## src/logic/iccf_pkg.sv

```systemverilog
// Constants for the correlation header framer
package iccf_pkg;
  localparam int unsigned HDR_OCTETS   = 20;
  localparam int unsigned LEN_W        = 16;
  localparam int unsigned SEQ_W        = 16;
  localparam logic [2:0]  VERSION_V0   = 3'h0;
  localparam logic        OCT1_BIT5    = 1'h1;
  localparam logic        OCT1_SPARE   = 1'h1;
  localparam logic        OCT1_BIT1    = 1'h0;
  localparam logic [7:0]  MSG_TYPE_TPU = 8'hFF;
  localparam logic [7:0]  UNUSED_ZERO  = 8'h00;
  localparam logic [7:0]  UNUSED_ONES  = 8'hFF;
  localparam logic        DIR_UPLINK   = 1'h1;
  localparam logic        DIR_DOWNLINK = 1'h0;
  localparam logic        ICE_GATEWAY  = 1'h0;
  localparam logic        ICE_SERVING  = 1'h1;
  localparam logic [SEQ_W-1:0] SEQ_RESET = 16'h0000;
  localparam logic [4:0]  IDX_LAST     = 5'h13;
  // APB register byte addresses
  localparam logic [7:0]  ADDR_CTRL    = 8'h00;
  localparam logic [7:0]  ADDR_GWID    = 8'h04;
  localparam logic [7:0]  ADDR_SEQ     = 8'h08;
  localparam logic [7:0]  ADDR_STAT    = 8'h0C;
  localparam logic [7:0]  ADDR_COUNT   = 8'h10;
  // Control register fields
  localparam int unsigned CTRL_EN_BIT  = 0;
  localparam int unsigned CTRL_ICE_BIT = 1;
  localparam int unsigned CTRL_RST_BIT = 2;
  localparam logic [31:0] GWID_RESET   = 32'h00000000;
  typedef enum logic [1:0] {
    ICCF_IDLE,
    ICCF_HDR,
    ICCF_PAY
  } iccf_state_e;
endpackage

```

## src/logic/iccf_framer.sv

```systemverilog
// Correlation header framer with APB control
// Operation
// - First octet version field is zero.
// - Direction flag one for uplink, zero for downlink.
// - Second octet is constant 255 message type.
// - Octets 5-6 hold increasing sequence number, MSB first.
// - Octets 7-8 are zero, octets 9-12 are 255.
// - Octets 13-20 carry the eight-octet correlation number.
// - Correlation joins gateway identifier with four-octet charge identifier.
// - Node flag zero for gateway capture, one for serving node.
// - Exactly one payload unit follows each header.
// - Payload passes unchanged, original header and payload intact.
// - Framed messages go out to the UDP or TCP transport.
// - Transport handles loss; framer only stalls on back-pressure.
//
// The APB register port and the register offsets were decided locally.
`timescale 1ns/1ps
module iccf_framer (
  input  wire logic        clk,
  input  wire logic        rst_b,
  // APB slave
  input  wire logic        psel,
  input  wire logic        penable,
  input  wire logic        pwrite,
  input  wire logic [7:0]  paddr,
  input  wire logic [31:0] pwdata,
  output logic      [31:0] prdata,
  output logic             pready,
  output logic             pslverr,
  // Captured packet stream in
  input  wire logic        in_valid,
  output logic             in_ready,
  input  wire logic [7:0]  in_data,
  input  wire logic        in_first,
  input  wire logic        in_last,
  input  wire logic [15:0] in_len,
  input  wire logic        in_dir,
  input  wire logic [31:0] in_charge_id,
  // Framed stream out to transport
  output logic             out_valid,
  input  wire logic        out_ready,
  output logic      [7:0]  out_data,
  output logic             out_last
);
  iccf_pkg::iccf_state_e state_q;
  logic [4:0]  idx_q;
  logic [15:0] seq_q;
  logic [15:0] len_q;
  logic        dir_q;
  logic [31:0] charge_q;
  logic        en_q;
  logic        ice_q;
  logic [31:0] gw_id_q;
  logic [31:0] count_q;
  logic        seq_wr;
  logic        frame_done;
  logic        hdr_take;
  logic        pay_take;
  logic [7:0]  hdr_octet;
  logic        apb_acc;
  logic        apb_wr;
  logic [7:0]  out_data_d;
  logic        out_last_d;

  function automatic logic addr_known(input logic [7:0] a);
    addr_known = (a == iccf_pkg::ADDR_CTRL) || (a == iccf_pkg::ADDR_GWID) ||
                 (a == iccf_pkg::ADDR_SEQ)  || (a == iccf_pkg::ADDR_STAT) ||
                 (a == iccf_pkg::ADDR_COUNT);
  endfunction

  assign apb_acc = psel && penable;
  assign apb_wr  = apb_acc && pwrite;
  assign pready  = 1'b1;
  assign pslverr = apb_acc && !addr_known(paddr);
  assign seq_wr  = apb_wr && (paddr == iccf_pkg::ADDR_SEQ);

  // Output register slot is free when empty or being drained
  logic slot_free;
  assign slot_free  = !out_valid || out_ready;
  assign hdr_take   = (state_q == iccf_pkg::ICCF_HDR) && slot_free;
  assign pay_take   = (state_q == iccf_pkg::ICCF_PAY) && slot_free && in_valid;
  assign in_ready   = (state_q == iccf_pkg::ICCF_PAY) && slot_free;
  assign frame_done = pay_take && in_last;

  iccf_hdr_rom u_rom (
    .idx       (idx_q),
    .dir       (dir_q),
    .ice       (ice_q),
    .len       (len_q),
    .seq       (seq_q),
    .gw_id     (gw_id_q),
    .charge_id (charge_q),
    .octet     (hdr_octet)
  );

  // Frame sequencing; a new header only starts on a first byte
  always_ff @(posedge clk or negedge rst_b) begin
    if (!rst_b) begin
      state_q <= iccf_pkg::ICCF_IDLE;
      idx_q   <= 5'h00;
    end else begin
      unique case (state_q)
        iccf_pkg::ICCF_IDLE: begin
          if (en_q && in_valid && in_first) begin
            state_q <= iccf_pkg::ICCF_HDR;
            idx_q   <= 5'h00;
          end
        end
        iccf_pkg::ICCF_HDR: begin
          if (hdr_take) begin
            if (idx_q == iccf_pkg::IDX_LAST) begin
              state_q <= iccf_pkg::ICCF_PAY;
            end
            idx_q <= idx_q + 5'h01;
          end
        end
        iccf_pkg::ICCF_PAY: begin
          if (frame_done) begin
            state_q <= iccf_pkg::ICCF_IDLE;
          end
        end
        default: begin
          state_q <= iccf_pkg::ICCF_IDLE;
        end
      endcase
    end
  end

  // Packet attributes latched in idle when an enabled first byte starts the header
  always_ff @(posedge clk or negedge rst_b) begin
    if (!rst_b) begin
      len_q    <= 16'h0000;
      dir_q    <= iccf_pkg::DIR_DOWNLINK;
      charge_q <= 32'h00000000;
    end else if (state_q == iccf_pkg::ICCF_IDLE && en_q && in_valid &&
                 in_first) begin
      len_q    <= in_len;
      dir_q    <= in_dir;
      charge_q <= in_charge_id;
    end
  end

  // Sequence counter; software may reload it, frame end has priority
  always_ff @(posedge clk or negedge rst_b) begin
    if (!rst_b) begin
      seq_q <= iccf_pkg::SEQ_RESET;
    end else if (frame_done) begin
      seq_q <= seq_q + 16'h0001;
    end else if (seq_wr) begin
      seq_q <= pwdata[15:0];
    end
  end

  // Output stage registered; payload copied byte for byte
  always_comb begin
    out_data_d = out_data;
    out_last_d = out_last;
    if (hdr_take) begin
      out_data_d = hdr_octet;
      out_last_d = 1'b0;
    end else if (pay_take) begin
      out_data_d = in_data;
      out_last_d = in_last;
    end
  end

  always_ff @(posedge clk or negedge rst_b) begin
    if (!rst_b) begin
      out_valid <= 1'b0;
      out_data  <= 8'h00;
      out_last  <= 1'b0;
    end else begin
      if (hdr_take || pay_take) begin
        out_valid <= 1'b1;
      end else if (out_ready) begin
        out_valid <= 1'b0;
      end
      out_data <= out_data_d;
      out_last <= out_last_d;
    end
  end

  // Control and identity registers
  always_ff @(posedge clk or negedge rst_b) begin
    if (!rst_b) begin
      en_q    <= 1'b0;
      ice_q   <= iccf_pkg::ICE_GATEWAY;
      gw_id_q <= iccf_pkg::GWID_RESET;
    end else if (apb_wr) begin
      if (paddr == iccf_pkg::ADDR_CTRL) begin
        en_q  <= pwdata[iccf_pkg::CTRL_EN_BIT];
        ice_q <= pwdata[iccf_pkg::CTRL_ICE_BIT];
      end
      if (paddr == iccf_pkg::ADDR_GWID) begin
        gw_id_q <= pwdata;
      end
    end
  end

  // Frame counter; clear loses to a simultaneous frame end
  always_ff @(posedge clk or negedge rst_b) begin
    if (!rst_b) begin
      count_q <= 32'h00000000;
    end else if (frame_done) begin
      count_q <= count_q + 32'h00000001;
    end else if (apb_wr && paddr == iccf_pkg::ADDR_CTRL &&
                 pwdata[iccf_pkg::CTRL_RST_BIT]) begin
      count_q <= 32'h00000000;
    end
  end

  // Read data registered on the setup cycle so it is valid in access
  always_ff @(posedge clk or negedge rst_b) begin
    if (!rst_b) begin
      prdata <= 32'h00000000;
    end else if (psel && !penable && !pwrite) begin
      unique case (paddr)
        iccf_pkg::ADDR_CTRL:  prdata <= {29'h0, 1'b0, ice_q, en_q};
        iccf_pkg::ADDR_GWID:  prdata <= gw_id_q;
        iccf_pkg::ADDR_SEQ:   prdata <= {16'h0000, seq_q};
        iccf_pkg::ADDR_STAT:  prdata <= {30'h0, state_q};
        iccf_pkg::ADDR_COUNT: prdata <= count_q;
        default:              prdata <= 32'h00000000;
      endcase
    end
  end

endmodule

```

## src/logic/iccf_hdr_rom.sv

```systemverilog
// Header octet selector for the correlation header
`timescale 1ns/1ps
module iccf_hdr_rom (
  input  wire logic [4:0]  idx,
  input  wire logic        dir,
  input  wire logic        ice,
  input  wire logic [15:0] len,
  input  wire logic [15:0] seq,
  input  wire logic [31:0] gw_id,
  input  wire logic [31:0] charge_id,
  output logic      [7:0]  octet
);
  always_comb begin
    octet = iccf_pkg::UNUSED_ZERO;
    unique case (idx)
      5'h00: octet = {iccf_pkg::VERSION_V0, iccf_pkg::OCT1_BIT5,
                      iccf_pkg::OCT1_SPARE, ice, dir,
                      iccf_pkg::OCT1_BIT1};
      5'h01: octet = iccf_pkg::MSG_TYPE_TPU;
      5'h02: octet = len[15:8];
      5'h03: octet = len[7:0];
      5'h04: octet = seq[15:8];
      5'h05: octet = seq[7:0];
      5'h06: octet = iccf_pkg::UNUSED_ZERO;
      5'h07: octet = iccf_pkg::UNUSED_ZERO;
      5'h08: octet = iccf_pkg::UNUSED_ONES;
      5'h09: octet = iccf_pkg::UNUSED_ONES;
      5'h0A: octet = iccf_pkg::UNUSED_ONES;
      5'h0B: octet = iccf_pkg::UNUSED_ONES;
      5'h0C: octet = gw_id[31:24];
      5'h0D: octet = gw_id[23:16];
      5'h0E: octet = gw_id[15:8];
      5'h0F: octet = gw_id[7:0];
      5'h10: octet = charge_id[31:24];
      5'h11: octet = charge_id[23:16];
      5'h12: octet = charge_id[15:8];
      5'h13: octet = charge_id[7:0];
      default: octet = iccf_pkg::UNUSED_ZERO;
    endcase
  end
endmodule

```

## config.mk

```make
export PLATFORM = sky130hd
export DESIGN_NAME = iccf_framer
export DESIGN_NICKNAME = d
export VERILOG_FILES = /design/src/logic/iccf_pkg.sv /design/src/logic/iccf_framer.sv /design/src/logic/iccf_hdr_rom.sv
export SDC_FILE = /design/constraint.sdc
export NUM_CORES = 1
export LEC_CHECK = 0
export BUFFER_PORTS_ARGS = -buffer_cell sky130_fd_sc_hd__clkbuf_2
export CAP_MARGIN = 20
export CORE_MARGIN = 8
export CORE_UTILIZATION = 40
export DETAILED_ROUTE_END_ITERATION = 10
export GPL_ROUTABILITY_DRIVEN = 0
export SYNTH_ARGS = -nofsm -noshare
export SYNTH_HDL_FRONTEND = slang
export SYNTH_HIERARCHICAL = 1
export SYNTH_SLANG_ARGS = --single-unit
export TNS_END_PERCENT = 1
```

## constraint.sdc

```tcl
create_clock -name clk -period 1.7 [get_ports clk]
set_input_delay 0.34 -clock clk [delete_from_list [all_inputs] [get_ports clk]]
set_output_delay 0.34 -clock clk [all_outputs]
set_load 0.01 [all_outputs]
```

After elaboration in Yosys (flattened, before gate mapping)
Index checks and enable logic that the tools add are counted.

Word-level logic and storage cells: 104. Register bits after elaboration: 180. Output and inout bits: 45.

Mux-type cells: 20. Reduce and logical (&&, ||, !) cells: 40. Add/sub/neg operators: 3. Equal/unequal tests: 27.

Operators by type and width (count): $pmux 32 s5 (1); $pmux 8 s14 (1); $mux 32 (2); $eq 5x4->1 const B (8); $add 32x1->32 const B (1); $mux 16 (2); $eq 5x5->1 const B (4); $logic_and 1x1->1 (17); $add 16x1->16 const B (1); $eq 8x4->1 const B (2); $mux 8 (2); $eq 5x2->1 const B (2); $eq 5x3->1 const B (2); $mux 5 (2); $pmux 5 s2 (1); $reduce_bool 2->1 (5); $eq 8x3->1 const B (1); $eq 8x5->1 const B (1); $logic_not 8->1 (1); $mux 2 (4); $logic_or 1x1->1 (6); $ne 2x2->1 const B (3); $pmux 2 s3 (1); $add 5x1->5 const B (1); other kinds (12) (19).

Depth between registers and ports, before layout
Word-level depth: 7. Mapped depth: 9. Gate-level depth less buffers: 6.

By module
Netlist, hierarchy kept.

Modules (own cells, without submodules): iccf_framer (cells an instance 751, sequential area each 4504.3 um2, area each 8365.5 um2, instances 1); iccf_hdr_rom (cells an instance 164, sequential area each 0.0 um2, area each 1157.4 um2, instances 1).

Least setup slack after synthesis
Ideal clock, no wire load.

Path kind: in2reg. From: input paddr[7]. To: register gw_id_q[0]. Cell stages on the path: 5. Required time: 1.575 ns. Buffers on the path: 1. Slack: -0.269 ns. Data arrival time: 1.844 ns. Path through: or4_4 -> nor3_4 -> nand3_2 -> buf_6 -> mux2_4.

Word-level cells in the longest chain between the ends: 2.

RTL lines: from (decl) (RTL line iccf_framer.sv:25) `input wire logic [7:0] paddr,`; $eq 8x3->1 (RTL line iccf_framer.sv:194) `if (paddr == iccf_pkg::ADDR_GWID) begin`; $reduce_and 2->1 (no source line); to (signal assigned) (RTL line iccf_framer.sv:188) `gw_id_q <= iccf_pkg::GWID_RESET;`; to (signal assigned) (RTL line iccf_framer.sv:195) `gw_id_q <= pwdata;`; to (decl) (RTL line iccf_framer.sv:53) `logic [31:0] gw_id_q;`.

Every way passes these cells. A chain may end at the register's enable or synchronous reset.

Worst setup path after layout
From: register idx_q[4]. To: register out_data[1].

Word-level cells in the longest chain between the ends: 4.

RTL lines: from (decl) (RTL line iccf_framer.sv:46) `logic [4:0] idx_q;`; from (signal assigned) (RTL line iccf_framer.sv:114) `idx_q <= idx_q + 5'h01;`; $eq 5x1->1 or $eq 5x4->1 (tied branches) (RTL line iccf_hdr_rom.sv:15) `unique case (idx)`; $reduce_or 5->1 (no source line); $pmux 8 s14 * (RTL line iccf_hdr_rom.sv:15); via hdr_octet[1] (RTL line iccf_framer.sv:59) `logic [7:0] hdr_octet;`; $mux 8 * (RTL line iccf_framer.sv:158) `if (hdr_take) begin`; to (signal assigned) (RTL line iccf_framer.sv:178) `out_data <= out_data_d;`; to (decl) (RTL line iccf_framer.sv:42) `output logic [7:0] out_data,`.

The timed path passes the listed nets; every way through them passes the cells marked *.

==> flow_metrics.tcl <==
set metrics [dict create \
    grt_overflow_total 0 \
    powerDensity_nw_per_um2 1080 \
    final_layout_size_suffix_gt1_share_pct 41.6 \
    place_area_um2 11600 \
    ys_warn_count 6 \
    clock_path_buffers 2 \
    holdCritStartpoint "in_charge_id[7]" \
    setup_viol 11 \
    ys_seq_area_share_pct 47.3 \
    totalWireLength_um 31400 \
    final_core_util_pct 54.2 \
    final_cells 1504 \
    p_leak_nw 5.95 \
    hold_slack_ns 0.131 \
    antenna_cells 0 \
    die_h_um 170 \
    status "finished, violations left" \
    cts_buffers 17 \
    worst_slew_pin_slew_ns 0.971 \
    num_rows 56 \
    critPathRequiredTime_ns 2.06 \
    insertion_delay_ns 0.44 \
    io_buffer_count 149 \
    grt_pass1_wl_um 47800 \
    htreeDepth 4 \
    cts.sinks 180 \
    first_pass_iters 5 \
    setup_tns_ns -1.98 \
    ant_nets 0 \
    r2r-end "out_data[1]" \
    min_period_ns 1.94 \
    ys_ff_latch 180 \
    place_ws_ns -0.477 \
    synthesis.area_um2 9520 \
    fmax_mhz 517 \
    grt_util_all_layers_pct 21.3 \
    fillCellCount 2132 \
    syn2layout_area_growth_pct 33.3 \
    netlist_instances 915 \
    startpoint_type "flop" \
    dp_cells 1458 \
    synth_top_area_share_pct 47.3 \
    initial_core_util_pct 40.7 \
    ctsRootBufferMaster "clkbuf_16" \
    core-area_um2 23400 \
    die_w_um 170 \
    min-delay-path-class "input pin to flop" \
    antenna_found_initial 0 \
    end_kind "flop" \
    hold_violations 0 \
    arrival_ns 2.29 \
    synth_nets 1024 \
    synth_top_flop_cell "dfrtp_1" \
    grt_max_degree 52 \
    cts_tree "done" \
    post-route-drc-count 0 \
    synth_edf_count 0 \
    final_cell_area_um2 12700 \
    holdPathEnd "charge_q[7]" \
    regToRegStartpoint "idx_q[4]" \
    finClkSkew_ns 0.00835 \
    cap_violations 0 \
    pin_count 151 \
    synthDistinctLibCells 75 \
    post-synth-top-area-cell "dfrtp_1" \
    ys_async_sr_fraction_pct 100 \
    wl_per_cell_um 20.9 \
    r2r_cells 8 \
    dp_hpwl_um 23900 \
    final_max_slew_viol_count 0 \
    period_share_pct 114 \
    path_clk_slew_ns 0.07 \
    drtIter0Drc 795 \
    crit_type "flop to flop" \
    ir_drop_uv 708 \
    syn_avg_cell_area_um2 10.4 \
    final_nets 1281 \
    cp_max_fo 7 \
    grt_setup_unrepaired "true" \
    power.total_mw 13.8 \
    vias 8583 \
    synthTopCellsByArea "dfrtp_1, mux2_2, mux2_4" \
    min_path_cells 2 \
    floorplan.die_area_um2 29000 \
    setup_slack_ns -0.236 \
    r2r_slack_ns -0.24 \
    grt_pass1_vias 8259 \
    viasPerCell 5.71 \
    relSlewSlack_pct 35.1 \
    violations "setup timing" \
]
-- sequential cells by signal, summed over array words and instances (netlist names) --
signal and flops:
out_data 8, charge_q 32, out_valid 1, ice_q 1, prdata 32, dir_q 1
seq_q 16, en_q 1, out_last 1, idx_q 5, len_q 16, gw_id_q 32
state_q 2, count_q 32
-- worst max path at each step --
| stage | endpoint | from | cells past startpoint |
|---|---|---|---|
| floorplan | gw_id_q[0] | paddr[7] | 5 |
| global placement | out_data[3] | idx_q[0] | 8 |
| global route | out_data[7] | idx_q[0] | 8 |
| finish | out_data[1] | idx_q[4] | 8 |
| CTS | out_data[4] | idx_q[4] | 8 |
| detailed placement | out_data[3] | idx_q[0] | 8 |
-- critical path: stages, from the launching register on --
cell and delay, ns:
dfrtp_2 0.48, buf_6 0.16, nor4bb_4 0.24, buf_4 0.19, nand3b_1 0.14, and3_1 0.23
nand4b_1 0.15, nand2_1 0.11, a31oi_1 0.17
-- layout make-up --
type                       instances  area (um2)  share of cell area [%]
inverter                           9        33.8                   0.266
multi-input combinational        663        5010                    39.5
clock buffer                      23         488                    3.85
clock inverter                     9        91.3                   0.720
sequential                       180        4510                    35.5
tap                              319         399                    3.15
timing repair buffer             301        2160                    17.0
-- timing repair --
item	CTS	global route
hold endpoints to repair	18	0
hold buffers	1	0
pin swaps	26	35
cloned	0	0
gates resized for setup	46	53
endpoints found under the setup margin	63	106
setup buffers	5	11
-- kinds of logic after synthesis --
group | synth area share [%]
and+or+nand+nor | 19.0
xor gates and xnor gates | 1.47
muxes | 13.5
buffers and inverters | 3.86
DFF | 47.3
AOI/OAI and AO/OA | 14.4
other | 0.0394
adders and majority gates | 0.394
-- layer usage --
metal / up-vias / track usage [%] / part of all wire (%)
met3: 51 / 4.84 / 8.1
met4: 0 / 6.67 / 2.3
met1: 4214 / 31.1 / 46
met5: - / 0 / 0
li1: 3932 / - / -
met2: 386 / 30.6 / 43
-- power breakdown --
part / total [mW] / internal [mW] / switching [mW]
sequential: 5.03 / 4.65 / 0.378
clock: 3.95 / 2.19 / 1.76
combinational: 4.78 / 2.33 / 2.45
total: 13.8 / 9.18 / 4.58
-- synthesized netlist by cell type, drive strengths merged (5+ instances only) --
| library cell | n |
|---|---|
| a211oi | 12 |
| a21oi | 16 |
| a221oi | 7 |
| a22o | 18 |
| a22oi | 37 |
| a31oi | 16 |
| and3 | 21 |
| and4 | 7 |
| buf | 36 |
| clkbuf | 27 |
| dfrtp | 180 |
| inv | 9 |
| mux2 | 91 |
| mux2i | 15 |
| nand2 | 82 |
| nand3 | 40 |
| nand3b | 5 |
| nand4 | 35 |
| nor2 | 69 |
| nor2b | 10 |
| nor3 | 19 |
| nor3b | 6 |
| nor4 | 8 |
| o21ai | 57 |
| or3b | 5 |
| xor2 | 14 |
-- cells in the final DEF (no fill, tap or decap), types with 5 or more instances in the layout --
master     netlist  final
clkbuf_16        0     17
a22oi_1         37     37
o21ai_1         38     39
a211oi_2         0      6
a31oi_1         15     15
nand2_1         82     80
and4_1           7      7
nor3_2           1      8
nor3_1          17      8
a21oi_1         16     14
mux2_2          59     59
clkbuf_2         0    148
nand4_1         34     34
nand3b_1         5      5
dfrtp_1        180    177
inv_1            9      8
nor2_1          69     64
a211oi_1        12      6
a22o_1          18     18
nor2b_1         10      9
nand3_1         39     36
and3_1          21     20
xor2_1          14     14
buf_12           0     15
mux2i_1         15     14
buf_4            7    117
o21ai_0         19     18
buf_6            6     18
mux2_4          30     30
(Power assumes the default switching activity.)
